### src/design/cbt_cfg.svh
// register offsets, field positions, reset values, response codes and buffer indices
// assumes a 32-bit word-aligned register bus
`ifndef CBT_CFG_SVH
`define CBT_CFG_SVH

`define CBT_OFS_PRESCALE 8'h00
`define CBT_OFS_SEGMENTS 8'h04
`define CBT_OFS_CONTROL 8'h08
`define CBT_OFS_COUNTER 8'h0C
`define CBT_OFS_SHARED_MASK 8'h10
`define CBT_OFS_MASK14 8'h14
`define CBT_OFS_MASK15 8'h18
`define CBT_OFS_STAMP 8'h1C

`define CBT_RJW_HI 7
`define CBT_RJW_LO 6
`define CBT_PHASE_SEGMENT_FIRST_HI 5
`define CBT_PHASE_SEGMENT_FIRST_LO 3
`define CBT_PHASE_SEGMENT_SECOND_HI 2
`define CBT_PHASE_SEGMENT_SECOND_LO 0
`define CBT_CTRL_SYNC_BIT 3
`define CBT_PROP_HI 2
`define CBT_PROP_LO 0

`define CBT_MASK_STD_HI 31
`define CBT_MASK_STD_LO 21
`define CBT_MASK_RTR_HI 20
`define CBT_MASK_IDE_BIT 19
`define CBT_MASK_EXT_HI 18
`define CBT_MASK_EXT_LO 1

`define CBT_PRESCALE_RST 8'h00
`define CBT_SEGMENTS_RST 8'h00
`define CBT_CONTROL_RST 4'h0
`define CBT_COUNTER_RST 16'h0000
`define CBT_MASK_RST 29'h1FFFFFFF

`define CBT_RESP_OKAY 2'h0
`define CBT_RESP_SLVERR 2'h2
`define CBT_LAST_SHARED_BUF 4'hD
`define CBT_BUF_FOURTEEN 4'hE
`define CBT_BUF_SYNC 4'h0

`endif

### src/design/cbt_pkg.sv
// types shared by the bit timing, time stamp and filter block
// assumes nothing beyond the config header
package cbt_pkg;

    typedef enum logic [3:0] {
        CBT_SYNC = 4'h1,
        CBT_PROP = 4'h2,
        CBT_PH1 = 4'h4,
        CBT_PH2 = 4'h8
    } cbt_seg_t;

endpackage

### src/design/cbt_top.sv
// can bit timing, free running bit counter, time stamp and acceptance
// masks, with an axi4-lite register slave; assumes synchronous inputs
// from the frame engine and the rx pin edge detector
`timescale 1ns/1ps
`include "cbt_cfg.svh"

module cbt_top import cbt_pkg::*; (
    input wire logic clk,
    input wire logic rst_n,
    input wire logic [7:0] s_axi_awaddr,
    input wire logic s_axi_awvalid,
    output logic s_axi_awready,
    input wire logic [31:0] s_axi_wdata,
    input wire logic [3:0] s_axi_wstrb,
    input wire logic s_axi_wvalid,
    output logic s_axi_wready,
    output logic [1:0] s_axi_bresp,
    output logic s_axi_bvalid,
    input wire logic s_axi_bready,
    input wire logic [7:0] s_axi_araddr,
    input wire logic s_axi_arvalid,
    output logic s_axi_arready,
    output logic [31:0] s_axi_rdata,
    output logic [1:0] s_axi_rresp,
    output logic s_axi_rvalid,
    input wire logic s_axi_rready,
    input wire logic bus_edge,
    input wire logic in_frame,
    input wire logic id_field_start,
    input wire logic frame_ok,
    input wire logic frame_was_rx,
    input wire logic [3:0] frame_buf_index,
    input wire logic rx_check,
    input wire logic [28:0] rx_id,
    input wire logic rx_ide,
    input wire logic rx_rtr,
    input wire logic [3:0] cmp_buf_index,
    input wire logic [28:0] cmp_buf_id,
    input wire logic cmp_buf_ide,
    output logic tq_tick,
    output logic bit_tick,
    output logic [15:0] bit_counter,
    output logic stamp_write,
    output logic [3:0] stamp_index,
    output logic [15:0] stamp_data,
    output logic accept_valid,
    output logic accept
);

    function automatic logic [31:0] merge(input logic [31:0] old,
        input logic [31:0] data, input logic [3:0] strb);
        logic [31:0] res;
        res = old;
        for (int i = 0; i < 4; i++) begin
            if (strb[i]) begin
                res[i*8 +: 8] = data[i*8 +: 8];
            end
        end
        return res;
    endfunction

    // reserved mask bits: ide location forced one, rtr locations zero
    function automatic logic [31:0] mask_view(input logic [28:0] m);
        return {m[28:18], 1'b0, 1'b1, m[17:0], 1'b0};
    endfunction

    function automatic logic [2:0] jump(input logic [5:0] err,
        input logic [1:0] resync_jump_width);
        logic [2:0] lim;
        lim = {1'b0, resync_jump_width} + 3'h1;
        if (err > {3'h0, lim}) begin
            return lim;
        end
        return err[2:0];
    endfunction

    logic [7:0] serial_clock_prescale;
    logic [7:0] bit_timing_segments;
    logic [3:0] control;
    logic [28:0] shared_accept_mask;
    logic [28:0] buffer_fourteen_mask;
    logic [28:0] buffer_fifteen_mask;
    logic [15:0] captured;
    logic aw_full, w_full;
    logic [7:0] aw_addr;
    logic [31:0] w_data;
    logic [3:0] w_strb;
    logic do_write;
    logic wr_hit;
    logic [31:0] mg_prescale, mg_segments, mg_control, mg_counter;
    logic [31:0] mg_shared, mg_m14, mg_m15;
    logic [31:0] view_shared, view_m14, view_m15;

    // byte-merged write values, sliced where they are stored
    assign mg_prescale = merge({24'h0, serial_clock_prescale}, w_data,
        w_strb);
    assign mg_segments = merge({24'h0, bit_timing_segments}, w_data,
        w_strb);
    assign mg_control = merge({28'h0, control}, w_data, w_strb);
    assign mg_counter = merge({16'h0, bit_counter}, w_data, w_strb);
    assign view_shared = mask_view(shared_accept_mask);
    assign view_m14 = mask_view(buffer_fourteen_mask);
    assign view_m15 = mask_view(buffer_fifteen_mask);
    assign mg_shared = merge(view_shared, w_data, w_strb);
    assign mg_m14 = merge(view_m14, w_data, w_strb);
    assign mg_m15 = merge(view_m15, w_data, w_strb);

    // axi4-lite write path: address and data taken in either order
    assign s_axi_awready = !aw_full && !s_axi_bvalid;
    assign s_axi_wready = !w_full && !s_axi_bvalid;
    assign do_write = aw_full && w_full && !s_axi_bvalid;

    always_ff @(posedge clk or negedge rst_n) begin
        if (!rst_n) begin
            aw_full <= 1'b0;
            w_full <= 1'b0;
            aw_addr <= 8'h00;
            w_data <= 32'h00000000;
            w_strb <= 4'h0;
        end else begin
            if (s_axi_awvalid && s_axi_awready) begin
                aw_full <= 1'b1;
                aw_addr <= s_axi_awaddr;
            end else if (do_write) begin
                aw_full <= 1'b0;
            end
            if (s_axi_wvalid && s_axi_wready) begin
                w_full <= 1'b1;
                w_data <= s_axi_wdata;
                w_strb <= s_axi_wstrb;
            end else if (do_write) begin
                w_full <= 1'b0;
            end
        end
    end

    always_comb begin
        case (aw_addr)
            `CBT_OFS_PRESCALE, `CBT_OFS_SEGMENTS, `CBT_OFS_CONTROL,
            `CBT_OFS_COUNTER, `CBT_OFS_SHARED_MASK, `CBT_OFS_MASK14,
            `CBT_OFS_MASK15, `CBT_OFS_STAMP: wr_hit = 1'b1;
            default: wr_hit = 1'b0;
        endcase
    end

    always_ff @(posedge clk or negedge rst_n) begin
        if (!rst_n) begin
            s_axi_bvalid <= 1'b0;
            s_axi_bresp <= `CBT_RESP_OKAY;
        end else if (do_write) begin
            s_axi_bvalid <= 1'b1;
            s_axi_bresp <= wr_hit ? `CBT_RESP_OKAY : `CBT_RESP_SLVERR;
        end else if (s_axi_bready) begin
            s_axi_bvalid <= 1'b0;
        end
    end

    // configuration registers
    always_ff @(posedge clk or negedge rst_n) begin
        if (!rst_n) begin
            serial_clock_prescale <= `CBT_PRESCALE_RST;
            bit_timing_segments <= `CBT_SEGMENTS_RST;
            control <= `CBT_CONTROL_RST;
        end else if (do_write) begin
            case (aw_addr)
                `CBT_OFS_PRESCALE: serial_clock_prescale <= mg_prescale[7:0];
                `CBT_OFS_SEGMENTS: bit_timing_segments <= mg_segments[7:0];
                `CBT_OFS_CONTROL: control <= mg_control[3:0];
                default: ;
            endcase
        end
    end

    // acceptance masks; reserved positions are not stored
    always_ff @(posedge clk or negedge rst_n) begin
        if (!rst_n) begin
            shared_accept_mask <= `CBT_MASK_RST;
            buffer_fourteen_mask <= `CBT_MASK_RST;
            buffer_fifteen_mask <= `CBT_MASK_RST;
        end else if (do_write) begin
            case (aw_addr)
                `CBT_OFS_SHARED_MASK: shared_accept_mask <=
                    {mg_shared[31:21], mg_shared[18:1]};
                `CBT_OFS_MASK14: buffer_fourteen_mask <=
                    {mg_m14[31:21], mg_m14[18:1]};
                `CBT_OFS_MASK15: buffer_fifteen_mask <=
                    {mg_m15[31:21], mg_m15[18:1]};
                default: ;
            endcase
        end
    end

    // axi4-lite read path
    assign s_axi_arready = !s_axi_rvalid;

    always_ff @(posedge clk or negedge rst_n) begin
        if (!rst_n) begin
            s_axi_rvalid <= 1'b0;
            s_axi_rdata <= 32'h00000000;
            s_axi_rresp <= `CBT_RESP_OKAY;
        end else if (s_axi_arvalid && s_axi_arready) begin
            s_axi_rvalid <= 1'b1;
            s_axi_rresp <= `CBT_RESP_OKAY;
            case (s_axi_araddr)
                `CBT_OFS_PRESCALE: s_axi_rdata <=
                    {24'h0, serial_clock_prescale};
                `CBT_OFS_SEGMENTS: s_axi_rdata <=
                    {24'h0, bit_timing_segments};
                `CBT_OFS_CONTROL: s_axi_rdata <= {28'h0, control};
                `CBT_OFS_COUNTER: s_axi_rdata <=
                    {16'h0, bit_counter};
                `CBT_OFS_SHARED_MASK: s_axi_rdata <=
                    mask_view(shared_accept_mask);
                `CBT_OFS_MASK14: s_axi_rdata <=
                    mask_view(buffer_fourteen_mask);
                `CBT_OFS_MASK15: s_axi_rdata <=
                    mask_view(buffer_fifteen_mask);
                `CBT_OFS_STAMP: s_axi_rdata <= {16'h0, captured};
                default: begin
                    s_axi_rdata <= 32'h00000000;
                    s_axi_rresp <= `CBT_RESP_SLVERR;
                end
            endcase
        end else if (s_axi_rready) begin
            s_axi_rvalid <= 1'b0;
        end
    end

    // serial clock: one tq enable every 2*(prescale+1) clocks
    logic [8:0] pre_cnt;
    logic [8:0] pre_last;
    assign pre_last = {serial_clock_prescale, 1'b1};

    always_ff @(posedge clk or negedge rst_n) begin
        if (!rst_n) begin
            pre_cnt <= 9'h000;
            tq_tick <= 1'b0;
        end else if (pre_cnt >= pre_last) begin
            pre_cnt <= 9'h000;
            tq_tick <= 1'b1;
        end else begin
            pre_cnt <= pre_cnt + 9'h001;
            tq_tick <= 1'b0;
        end
    end

    // bit timing segments built from time quanta
    cbt_seg_t seg;
    logic [4:0] seg_cnt;
    logic [2:0] ext;
    logic [2:0] shrink;
    logic [1:0] resync_jump_width;
    logic [2:0] phase_segment_first, phase_segment_second, prop;
    logic [3:0] ph1_last;
    logic [2:0] ph2_last;
    assign resync_jump_width = bit_timing_segments[`CBT_RJW_HI:`CBT_RJW_LO];
    assign phase_segment_first = bit_timing_segments[`CBT_PHASE_SEGMENT_FIRST_HI:`CBT_PHASE_SEGMENT_FIRST_LO];
    assign phase_segment_second = bit_timing_segments[`CBT_PHASE_SEGMENT_SECOND_HI:`CBT_PHASE_SEGMENT_SECOND_LO];
    assign prop = control[`CBT_PROP_HI:`CBT_PROP_LO];
    assign ph1_last = {1'b0, phase_segment_first} + {1'b0, ext};
    assign ph2_last = (phase_segment_second > shrink) ? phase_segment_second - shrink : 3'h0;

    always_ff @(posedge clk or negedge rst_n) begin
        if (!rst_n) begin
            seg <= CBT_SYNC;
            seg_cnt <= 5'h00;
            ext <= 3'h0;
            shrink <= 3'h0;
            bit_tick <= 1'b0;
        end else begin
            bit_tick <= 1'b0;
            if (bus_edge && !in_frame && seg != CBT_SYNC) begin
                // hard sync: the edge quantum is the sync segment
                seg <= CBT_PROP;
                seg_cnt <= 5'h00;
                ext <= 3'h0;
                shrink <= 3'h0;
            end else begin
                if (bus_edge && in_frame && seg == CBT_PROP) begin
                    ext <= jump({1'b0, seg_cnt} + 6'h01, resync_jump_width);
                end else if (bus_edge && in_frame && seg == CBT_PH1) begin
                    ext <= jump({3'h0, prop} + {1'b0, seg_cnt} + 6'h02,
                        resync_jump_width);
                end else if (bus_edge && in_frame && seg == CBT_PH2) begin
                    shrink <= jump({3'h0, phase_segment_second} - {1'b0, seg_cnt} + 6'h01,
                        resync_jump_width);
                end
                // a resync edge must not swallow the quantum beside it
                if (tq_tick) begin
                    case (seg)
                        CBT_SYNC: begin
                            seg <= CBT_PROP;
                            seg_cnt <= 5'h00;
                        end
                        CBT_PROP: begin
                            if (seg_cnt == {2'h0, prop}) begin
                                seg <= CBT_PH1;
                                seg_cnt <= 5'h00;
                            end else begin
                                seg_cnt <= seg_cnt + 5'h01;
                            end
                        end
                        CBT_PH1: begin
                            if (seg_cnt >= {1'b0, ph1_last}) begin
                                seg <= CBT_PH2;
                                seg_cnt <= 5'h00;
                                ext <= 3'h0;
                            end else begin
                                seg_cnt <= seg_cnt + 5'h01;
                            end
                        end
                        CBT_PH2: begin
                            if (seg_cnt >= {2'h0, ph2_last}) begin
                                seg <= CBT_SYNC;
                                seg_cnt <= 5'h00;
                                shrink <= 3'h0;
                                bit_tick <= 1'b1;
                            end else begin
                                seg_cnt <= seg_cnt + 5'h01;
                            end
                        end
                        default: begin
                            seg <= CBT_SYNC;
                            seg_cnt <= 5'h00;
                        end
                    endcase
                end
            end
        end
    end

    // free running bit counter
    logic cnt_write, cnt_sync;
    assign cnt_write = do_write && aw_addr == `CBT_OFS_COUNTER;
    assign cnt_sync = control[`CBT_CTRL_SYNC_BIT] && frame_ok &&
        frame_was_rx && frame_buf_index == `CBT_BUF_SYNC;

    always_ff @(posedge clk or negedge rst_n) begin
        if (!rst_n) begin
            bit_counter <= `CBT_COUNTER_RST;
        end else if (cnt_write) begin
            bit_counter <= mg_counter[15:0];
        end else if (cnt_sync) begin
            bit_counter <= `CBT_COUNTER_RST;
        end else if (bit_tick) begin
            bit_counter <= bit_counter + 16'h0001;
        end
    end

    // capture at identifier start, stamp after a good frame
    always_ff @(posedge clk or negedge rst_n) begin
        if (!rst_n) begin
            captured <= 16'h0000;
        end else if (id_field_start) begin
            captured <= bit_counter;
        end
    end

    always_ff @(posedge clk or negedge rst_n) begin
        if (!rst_n) begin
            stamp_write <= 1'b0;
            stamp_index <= 4'h0;
            stamp_data <= 16'h0000;
        end else begin
            stamp_write <= frame_ok;
            if (frame_ok) begin
                stamp_index <= frame_buf_index;
                stamp_data <= captured;
            end
        end
    end

    // acceptance filter
    logic [28:0] sel_mask;
    logic [28:0] eff_mask;
    always_comb begin
        if (cmp_buf_index <= `CBT_LAST_SHARED_BUF) begin
            sel_mask = shared_accept_mask;
        end else if (cmp_buf_index == `CBT_BUF_FOURTEEN) begin
            sel_mask = buffer_fourteen_mask;
        end else begin
            sel_mask = buffer_fifteen_mask;
        end
        // extended part only for extended frames
        eff_mask = rx_ide ? sel_mask : {sel_mask[28:18], 18'h00000};
    end

    always_ff @(posedge clk or negedge rst_n) begin
        if (!rst_n) begin
            accept_valid <= 1'b0;
            accept <= 1'b0;
        end else begin
            accept_valid <= rx_check;
            accept <= rx_check && !rx_rtr &&
                rx_ide == cmp_buf_ide &&
                ((rx_id ^ cmp_buf_id) & eff_mask) == 29'h0;
        end
    end
endmodule

### config.mk
export PLATFORM = sky130hd
export DESIGN_NAME = cbt_top
export DESIGN_NICKNAME = d
export VERILOG_FILES = /design/src/design/cbt_pkg.sv /design/src/design/cbt_top.sv
export VERILOG_INCLUDE_DIRS = /design/src /design/src/design
export SDC_FILE = /design/constraint.sdc
export NUM_CORES = 1
export LEC_CHECK = 0
export BUFFER_PORTS_ARGS = -buffer_cell sky130_fd_sc_hd__clkbuf_2
export CAP_MARGIN = 20
export CORE_ASPECT_RATIO = 0.8
export CORE_MARGIN = 3
export CORE_UTILIZATION = 42
export DETAILED_ROUTE_END_ITERATION = 16
export PLACE_DENSITY = 0.72
export RECOVER_POWER = 25
export SYNTH_ARGS = -nofsm -noshare
export SYNTH_HDL_FRONTEND = slang
export SYNTH_SLANG_ARGS = --single-unit
export TNS_END_PERCENT = 100
### constraint.sdc
create_clock -name clk -period 5.6 [get_ports clk]
set_clock_uncertainty 0.2 [all_clocks]
set_input_delay 0 -clock clk [delete_from_list [all_inputs] [get_ports clk]]
set_output_delay 0 -clock clk [all_outputs]
set_load 0.005 [all_outputs]
==> results of run 1 <==
==> cell families (layout without fill, tap and decap cells) <==
logic type,Yosys count,after routing,synth area share
other,1,3,0.000267
XOR/XNOR,40,40,0.0249
multiplexers,257,257,0.210
adder cells (fa/ha/maj),50,50,0.0466
buffers and inverters,106,395,0.0303
AND/OR/NAND/NOR,281,281,0.0995
AO/OA/AOI/OAI,229,229,0.105
flip-flops,267,267,0.483
==> worst min-delay path: cells and delay by family <==
family	cells	cell delay (ps)
buffers and inverters	2	620
multiplexers	1	120
==> flip-flops by register name, indices dropped and copies added (netlist names), 8 cells and up <==
name,flops
pre_cnt,9
bit_counter,16
serial_clock_prescale,8
shared_accept_mask,29
s_axi_rdata,31
w_data,30
captured,16
buffer_fifteen_mask,29
aw_addr,8
stamp_data,16
buffer_fourteen_mask,29
bit_timing_segments,8
==> what timing repair did <==
action | 4_1_cts | 5_1_grt
gates resized for setup | 0 | 0
buffers inserted | 0 | 0
hold endpoints to repair | 210 | 0
hold buffers | 80 | 0
==> worst max-delay path by stage <==
stage | startpoint | to
floorplan | seg_cnt[1] | ext[0]
global placement | bit_timing_segments[0] | seg_cnt[4]
detailed placement | seg_cnt[1] | ext[0]
CTS | seg_cnt[1] | ext[0]
global route | bit_timing_segments[0] | seg[2]
finish | seg_cnt[1] | ext[0]
==> metrics by stage <==
step                      std cells  power (mW)  hold slack [ps]
final                          1949        6.15             26.1
after global routing           1949        6.46             19.4
after CTS                      1949        6.18            0.650
after detailed placement       1817        4.07             -131
after global placement         1816        4.00             -142
after floorplan                1233        3.55             -496
==> per-layer routing <==
metal	wire length [um]	GRT usage	vias up
met1	18000	0.307	5487
li1	-	-	5032
met2	18800	0.359	404
met5	26	0	-
met3	3080	0.0597	72
met4	824	0.0480	4
==> cells in the mapped netlist (17+ instances only) <==
master,instances,area [um^2]
sky130_fd_sc_hd__a21oi_1,59,295
sky130_fd_sc_hd__nand3_1,26,130
sky130_fd_sc_hd__inv_1,43,161
sky130_fd_sc_hd__o22ai_1,17,106
sky130_fd_sc_hd__mux2_2,188,2120
sky130_fd_sc_hd__nor2_1,93,349
sky130_fd_sc_hd__o21ai_0,46,230
sky130_fd_sc_hd__dfrtp_1,179,4480
sky130_fd_sc_hd__clkbuf_1,40,150
sky130_fd_sc_hd__mux2i_1,56,561
sky130_fd_sc_hd__nor3_1,17,85.1
sky130_fd_sc_hd__ha_1,46,576
sky130_fd_sc_hd__nand2_1,64,240
sky130_fd_sc_hd__xnor2_1,29,254
sky130_fd_sc_hd__o31ai_1,17,128
sky130_fd_sc_hd__dfstp_2,88,2310
==> power breakdown <==
group,internal (mW),leakage [nW],total (mW),switching [mW]
registers,2.33,3.16,2.76,0.426
logic,0.720,4.02,1.39,0.674
clock network,1.20,0.489,2.00,0.799
total,4.25,7.68,6.15,1.90
==> final cells by class <==
class	count	area [um^2]	area share
clock buffers	37	806	0.0466
repair buffers	300	1940	0.112
well taps	427	534	0.0309
inverters	43	161	0.00934
clock inverters	15	188	0.0109
flip-flops and latches	267	6790	0.393
multi-input cells	860	6860	0.397
==> flow_summary.json, run 1 <==
{
  "min_from": "s_axi_wdata[23]",
  "synth_cell_type_count": 67,
  "path_buf_inv": 2,
  "timing.final.setup_violations": 0,
  "cpMostUsedCell": "sky130_fd_sc_hd__ha_1",
  "gpl.final_weighted_congestion": 0.886,
  "start_util": 0.429,
  "synth.yosys.seq_area_share": 0.483,
  "holdPathStages": 3,
  "cp_top_family": "adder cells",
  "yosys_reg_bits": 267,
  "grt_pass1_vias": 11100,
  "final_core_utilization": 0.527,
  "setup_crit_start_kind": "register",
  "grt_usage": 0.224,
  "antenna_cells_inserted": 0,
  "detail_route.wirelength_mm": 40.7,
  "setup-tns-final_ps": 0,
  "critical_path.max_stage_delay_ps": 510,
  "result_of_the_run": "complete, but fails checks",
  "clkTransAtPathRegs_ps": 60,
  "insertion_delay_ps": 550,
  "critPathSlowestCell": "sky130_fd_sc_hd__dfrtp_1",
  "cts_root_buf": "sky130_fd_sc_hd__clkbuf_16",
  "grt_start_max_net_pins": 169,
  "timing.hold.worst_endpoint": "w_data[23]",
  "endpoint_kind": "register",
  "ctsHtreeMaxLevel": 1,
  "critical_path_arrival_ps": 3740,
  "syn_avg_cell_area_um2": 11.4,
  "setup_slack_ps": 2080,
  "cap_violations": 1,
  "finalHoldViolations": 0,
  "ys_async_sr_fraction": 1.00,
  "p_per_area_nw_per_um2": 356,
  "dominantRegCellSynth": "sky130_fd_sc_hd__dfrtp_1",
  "area.growth.synth_to_final_pct": 22.9,
  "grt_first_pass_wirelength_mm": 63.2,
  "chipWidth_um": 211,
  "first_pass_iters": 5,
  "rsz0062_at_grt": "false",
  "drive_above_1_share": 0.367,
  "grt.overflow.total": 0,
  "vdd_drop_max_mv": 0.237,
  "critical_path.cell_chain": "inv_1, ha_1, inv_1, ha_1, fa_1, ha_1, o21a_1, o21ai_0, a21oi_1, a311oi_1, o32ai_1",
  "rows": 59,
  "worst_r2r_startpoint": "seg_cnt[1]",
  "worstSetupPathDepth": 11,
  "num_vias": 11000,
  "die_area_um2": 35700,
  "failed_checks": "max-capacitance violations, max-slew violations",
  "path_max_fanout": 6,
  "chip_height_um": 170,
  "r2r.worst_path.cells": 11,
  "netlist_instances": 1231,
  "fmax_mhz": 284,
  "min-delay-path-class": "in2reg",
  "placement.io_buffers": 210,
  "path_class": "reg2reg",
  "post_route_cell_area_um2": 17300,
  "tightestPinTransition_ps": 2650,
  "worst_r2r_endpoint": "ext[0]",
  "avgRoutedWirePerCell_um": 20.9,
  "placement.setup.worst_slack_ps": 2170,
  "tritoncts": "yes",
  "cts_made_buffers": 28,
  "mostFrequentLayoutCell": "sky130_fd_sc_hd__clkbuf_2",
  "ant_nets": 0,
  "initialDrtViolationCount": 941,
  "p_leak_nw": 7.68,
  "final-max-slew-violation-count": 43,
  "yosysWarningCount": 0,
  "core_region_area_um2": 32800,
  "reg2reg_slack_ps": 2080,
  "min_period_over_period": 0.629,
  "drc_errors": 0,
  "cts_sinks": 267,
  "syn_area_um2": 14100,
  "post-dp-hpwl_mm": 28.3,
  "max-slew-margin-rel": -0.764,
  "pin_count": 216,
  "detailed_place.area_um2": 15500,
  "timing.final.crit_period_ps": 3520,
  "nets": 1684,
  "avgViaCountPerCell": 5.64,
  "timing.critical_path.required_ps": 5820,
  "cts_buffer_depth": 3,
  "layout.cells.most_common_list": "195 x sky130_fd_sc_hd__clkbuf_2, 188 x sky130_fd_sc_hd__mux2_2, 179 x sky130_fd_sc_hd__dfrtp_1",
  "number_of_enable_type_register_cells_in_the_synthesized_netlist": 0,
  "grt_antenna_before_repair": 2,
  "fillerInstances": 2872
}
Note: power is estimated with default switching activity, not from simulation.
==> inputs of run 2 (changes only) <==
PLACE_DENSITY = 0.74   (was 0.72)
clock period = 3 ns   (was 5.6 ns; I/O delays follow)
==> run 2 against run 1 <==
The flow finishes with violations (max-capacitance violations, max-slew violations, negative setup slack). Largest power group unchanged. Worst hold slack got worse by 13 ps. Maximum frequency increased by 16%. Cell count increased by 3.1%. Wire length increased by 2.9%. Critical path type unchanged. Critical endpoint is now shrink[2]. Core utilization increased by 2.4 points.
==> flow_summary.json, run 2 (synthesis gave the netlist of run 1 again) <==
{
  "p_per_area_nw_per_um2": 664,
  "gpl.final_weighted_congestion": 0.883,
  "setup_crit_start_kind": "register",
  "cts_sinks": 267,
  "detail_route.wirelength_mm": 41.9,
  "grt_usage": 0.231,
  "cts_root_buf": "sky130_fd_sc_hd__clkbuf_16",
  "worst_setup_path_startpoint": "bit_timing_segments[1]",
  "max_reg_flops": 31,
  "placement.io_buffers": 210,
  "p_leak_nw": 8.04,
  "area.growth.synth_to_final_pct": 28.3,
  "avgRoutedWirePerCell_um": 20.8,
  "rows": 59,
  "vdd_drop_max_mv": 0.480,
  "num_vias": 11300,
  "post-dp-hpwl_mm": 29.6,
  "grt.overflow.total": 0,
  "start_util": 0.429,
  "cap_violations": 1,
  "core_region_area_um2": 32800,
  "min_period_over_period": 1.01,
  "rsz0062_at_grt": "true",
  "ant_nets": 0,
  "min_from": "s_axi_wdata[1]",
  "first_pass_iters": 5,
  "detailed_place.area_um2": 15900,
  "result_of_the_run": "complete, but fails checks",
  "mostFrequentLayoutCell": "sky130_fd_sc_hd__clkbuf_2",
  "post_route_cell_area_um2": 18100,
  "tightestPinTransition_ps": 2670,
  "fmax_mhz": 331,
  "tritoncts": "yes",
  "grt_start_max_net_pins": 74,
  "path_class": "reg2reg",
  "insertion_delay_ps": 560,
  "biggest_registers_after_layout": "s_axi_rdata (31), w_data (30)",
  "worst_r2r_startpoint": "bit_timing_segments[1]",
  "path_max_fanout": 3,
  "layout.cells.most_common_list": "210 x sky130_fd_sc_hd__clkbuf_2, 188 x sky130_fd_sc_hd__mux2_2, 178 x sky130_fd_sc_hd__dfrtp_1",
  "clkTransAtPathRegs_ps": 70,
  "chip_height_um": 170,
  "antenna_cells_inserted": 0,
  "finalHoldViolations": 0,
  "drive_above_1_share": 0.420,
  "timing.final.setup_violations": 1,
  "grt_pass1_vias": 11600,
  "nets": 1745,
  "grt_first_pass_wirelength_mm": 65.0,
  "timing.critical_path.required_ps": 3270,
  "drc_errors": 0,
  "max-slew-margin-rel": -0.781,
  "initialDrtViolationCount": 852,
  "cts_buffer_depth": 3,
  "pin_count": 216,
  "registers.top_by_ff_count": "s_axi_rdata",
  "failed_checks": "max-capacitance violations, max-slew violations, negative setup slack",
  "final-max-slew-violation-count": 37,
  "chipWidth_um": 211,
  "cts_made_buffers": 27,
  "final_core_utilization": 0.551,
  "setup_slack_ps": -24.3,
  "endpoint_kind": "register",
  "ctsHtreeMaxLevel": 1,
  "critical_path_arrival_ps": 3300,
  "grt_antenna_before_repair": 0,
  "min-delay-path-class": "in2reg",
  "avgViaCountPerCell": 5.64,
  "die_area_um2": 35700,
  "timing.final.crit_period_ps": 3020
}
-- run 2: worst paths after layout --
| kind | cells past startpoint | endpoint | slack [ps] |
|---|---|---|---|
| hold / removal | 3 | w_data[1] | 10 |
| min in group asynchronous | 2 | buffer_fifteen_mask[11] | 1480 |
| hold reg to reg | 2 | s_axi_rdata[27] | 280 |
| setup reg to reg | 11 | shrink[2] | -20 |
| setup / recovery | 11 | shrink[2] | -20 |
| max in group asynchronous | 3 | stamp_data[3] | 390 |
-- run 2: cell type report --
type / count / area [um^2]
clock buffer: 34 / 732
multi-input combinational: 860 / 7090
sequential: 267 / 6790
timing repair buffer: 362 / 2450
inverter: 43 / 161
tap: 427 / 534
clock inverter: 16 / 294
fill: 2851 / 14700
-- run 2: worst max-delay path, stage by stage, from the launching register on --
cell and delay (ps):
sky130_fd_sc_hd__dfrtp_1 380, sky130_fd_sc_hd__inv_2 80, sky130_fd_sc_hd__ha_4 260, sky130_fd_sc_hd__inv_2 40, sky130_fd_sc_hd__ha_4 150, sky130_fd_sc_hd__fa_2 560, sky130_fd_sc_hd__ha_4 210, sky130_fd_sc_hd__o21ai_2 60
sky130_fd_sc_hd__a32oi_1 80, sky130_fd_sc_hd__or4_4 490, sky130_fd_sc_hd__mux2i_4 210, sky130_fd_sc_hd__a211oi_2 220
-- run 2: per-stage QoR --
stage | hold WS [ps] | power, mW | std cells | setup TNS, ps | setup WS, ps
2_1_floorplan | -496 | 6.63 | 1233 | 0 | 50.5
3_3_place_gp | -133 | 7.64 | 1873 | -156 | -36.2
3_5_place_dp | -128 | 7.76 | 1873 | -983 | -170
4_1_cts | 1.29 | 11.9 | 2009 | -48.2 | -27.7
5_1_grt | 3.77 | 12.6 | 2009 | -545 | -108
6_report | 13.3 | 12.0 | 2009 | -24.3 | -24.3
-- run 2: power by group --
part           internal [mW]  leakage (nW)  switching (mW)  total [mW]
Clock                   2.42         0.501            1.49        3.91
Sequential              4.35          3.16           0.796        5.15
Combinational           1.55          4.38            1.38        2.93
-- run 2: repair_timing --
| action | 4_1_cts | 5_1_grt |
|---|---|---|
| endpoints found under the setup margin | 9 | 16 |
| hold buffers | 85 | 0 |
| resized for setup | 17 | 30 |
| pin swaps | 7 | 12 |
| hold endpoints to repair | 340 | 0 |
| cloned | 0 | 0 |
| setup buffers | 1 | 1 |
-- run 2: routing by layer --
layer / share of wire / GRT usage / wire length, um
met5: 0 / 0 / 0
met4: 0.025 / 0.0611 / 1030
met3: 0.071 / 0.0536 / 2980
met2: 0.46 / 0.361 / 19200
met1: 0.45 / 0.325 / 18600
==> inputs of run 3 (changes only) <==
MAX_ROUTING_LAYER = met4   (was default)
PLACE_DENSITY = 0.72   (was 0.74)
clock period = 3.4 ns   (was 3 ns; I/O delays follow)
==> run 3 against run 2 <==
The run ends with max-capacitance violations, max-slew violations left. Sequential power decreased by 12%. Worst setup slack better by 160 ps. Non-clock buffer count decreased by 31. Sequential share of layout area up 1.3 points. Total power decreased by 16%. Wire length fell by 3.4%. Worst hold slack gained 1.4 ps. First-iteration DRC count is 17% lower. Critical endpoint is now accept. Largest power group unchanged.
==> flow_summary.json, run 3 (synthesis gave the netlist of run 1 again) <==
{
  "chipWidth_um": 211,
  "layout.cells.most_common_list": "188 x sky130_fd_sc_hd__mux2_2, 179 x sky130_fd_sc_hd__dfrtp_1, 171 x sky130_fd_sc_hd__clkbuf_2",
  "fmax_mhz": 306,
  "setup_crit_start_kind": "input pin",
  "p_clk_frac": 0.312,
  "start_util": 0.429,
  "critical_path.cell_chain": "buf_2, buf_4, mux2i_1, nand2_1, o211ai_1, nand4b_1, dlygate4sd3_1, nor4_1, dlygate4sd3_1, and3_1, dlygate4sd3_1",
  "core_region_area_um2": 32800,
  "timing.final.crit_period_ps": 3260,
  "post-dp-hpwl_mm": 28.9,
  "nets": 1715,
  "path_max_fanout": 18,
  "tritoncts": "yes",
  "die_area_um2": 35700,
  "result_of_the_run": "complete, but fails checks",
  "cts_buffer_depth": 3,
  "pin_count": 216,
  "failed_checks": "max-capacitance violations, max-slew violations",
  "timing.final.setup_violations": 0,
  "placement.setup.worst_slack_ps": 220,
  "ctsHtreeMaxLevel": 1,
  "max_reg_flops": 31,
  "max-slew-margin-rel": -0.441,
  "rsz0062_at_grt": "false",
  "rows": 59,
  "vdd_drop_max_mv": 0.375,
  "grt.overflow.total": 0,
  "grt_start_max_net_pins": 69,
  "cts_sinks": 267,
  "grt_pass1_vias": 11100,
  "num_vias": 11100,
  "min_period_over_period": 0.960,
  "min-delay-path-class": "in2reg",
  "internal_power_mw": 6.97,
  "avgRoutedWirePerCell_um": 20.4,
  "initialDrtViolationCount": 706,
  "drc_errors": 0,
  "switching_share_of_power": 0.309,
  "grt_antenna_before_repair": 1,
  "drive_above_1_share": 0.355,
  "cts_made_buffers": 28,
  "p_leak_nw": 7.72,
  "setup_slack_ps": 136,
  "finalHoldViolations": 0,
  "cap_violations": 1,
  "gpl.final_weighted_congestion": 0.903,
  "registers.top_by_ff_count": "s_axi_rdata",
  "setup-tns-final_ps": 0,
  "placement.io_buffers": 210,
  "critical_path.max_stage_delay_ps": 610,
  "first_pass_iters": 5,
  "grt_usage": 0.230,
  "critical_path_arrival_ps": 3560,
  "clkTransAtPathRegs_ps": 60,
  "grt_first_pass_wirelength_mm": 62.5,
  "avgViaCountPerCell": 5.61,
  "power_switching_mw": 3.12,
  "timing.critical_path.required_ps": 3700,
  "ant_nets": 0,
  "mostFrequentLayoutCell": "sky130_fd_sc_hd__mux2_2",
  "area.growth.synth_to_final_pct": 24.0,
  "tightestPinTransition_ps": 2160,
  "p_per_area_nw_per_um2": 578,
  "final-max-slew-violation-count": 33,
  "power.sequential.fraction": 0.451,
  "detail_route.wirelength_mm": 40.5,
  "biggest_registers_after_layout": "s_axi_rdata (31), w_data (30)",
  "insertion_delay_ps": 560,
  "fillerInstances": 2885,
  "comb_pwr_share": 0.237,
  "path_class": "in2reg",
  "critPathSlowestCell": "sky130_fd_sc_hd__dlygate4sd3_1",
  "endpoint_kind": "register",
  "cpMostUsedCell": "sky130_fd_sc_hd__dlygate4sd3_1",
  "cts_root_buf": "sky130_fd_sc_hd__clkbuf_16",
  "chip_height_um": 170
}
## run 3: what timing repair did
item	4_1_cts	5_1_grt
setup buffers	0	0
endpoints found under the hold margin	329	0
hold buffers	86	0
setup endpoints to repair	0	1
resized for setup	0	1
## run 3: final timing paths
path	start	end	slack [ps]	cells after the start
setup / recovery	cmp_buf_index[0]	accept	140	11
hold / removal	s_axi_wdata[16]	w_data[16]	10	3
setup reg to reg	bit_timing_segments[0]	seg_cnt[4]	200	13
hold reg to reg	s_axi_rdata[3]	s_axi_rdata[3]	280	2
max in group asynchronous	rst_n	s_axi_rdata[6]	510	4
min in group asynchronous	rst_n	shared_accept_mask[11]	1690	3
## run 3: cell type report
cell class | count | area, um^2 | share of cell area
well taps | 427 | 534 | 0.0306
clock buffers | 45 | 856 | 0.0490
diodes | 2 | 5.00 | 0.000287
multi-input cells | 860 | 6860 | 0.393
clock inverters | 7 | 87.6 | 0.00502
inverters | 43 | 161 | 0.00925
flip-flops and latches | 267 | 6790 | 0.389
repair buffers | 331 | 2150 | 0.123
## run 3: critical path: cells and delay by family
kind                   cells  cell delay (ps)
buffers and inverters      5             2610
and+or+nand+nor            4              560
muxes                      1              230
AOI/OAI and AO/OA          1              140
## run 3: layer usage
layer | share of wire | GRT usage | wire [um] | up-vias
met5 | 0 | - | 0 | -
met4 | 0.021 | 0.0506 | 854 | 0
met3 | 0.067 | 0.0482 | 2700 | 75
met2 | 0.45 | 0.351 | 18400 | 381
met1 | 0.46 | 0.318 | 18500 | 5555
li1 | - | - | - | 5103
## run 3: per-stage QoR
stage	hold WS (ps)	util	power, mW	cells	area [um^2]
after floorplan	-496	-	5.84	1233	14100
after global placement	-144	0.479	6.67	1842	15700
after detailed placement	-137	0.479	6.77	1842	15700
after CTS	0.140	0.534	10.1	1980	17500
after global routing	10.6	0.532	10.6	1981	17400
final	14.7	0.532	10.1	1982	17500
## run 3: power groups by stage
stage               sequential, mW  combinational, mW  clock, mW
floorplan                     4.29               1.55          0
global placement              4.56               2.11          0
detailed placement            4.59               2.18          0
CTS                           4.54               2.38       3.21
global route                  4.63               2.63       3.35
finish                        4.55               2.39       3.15
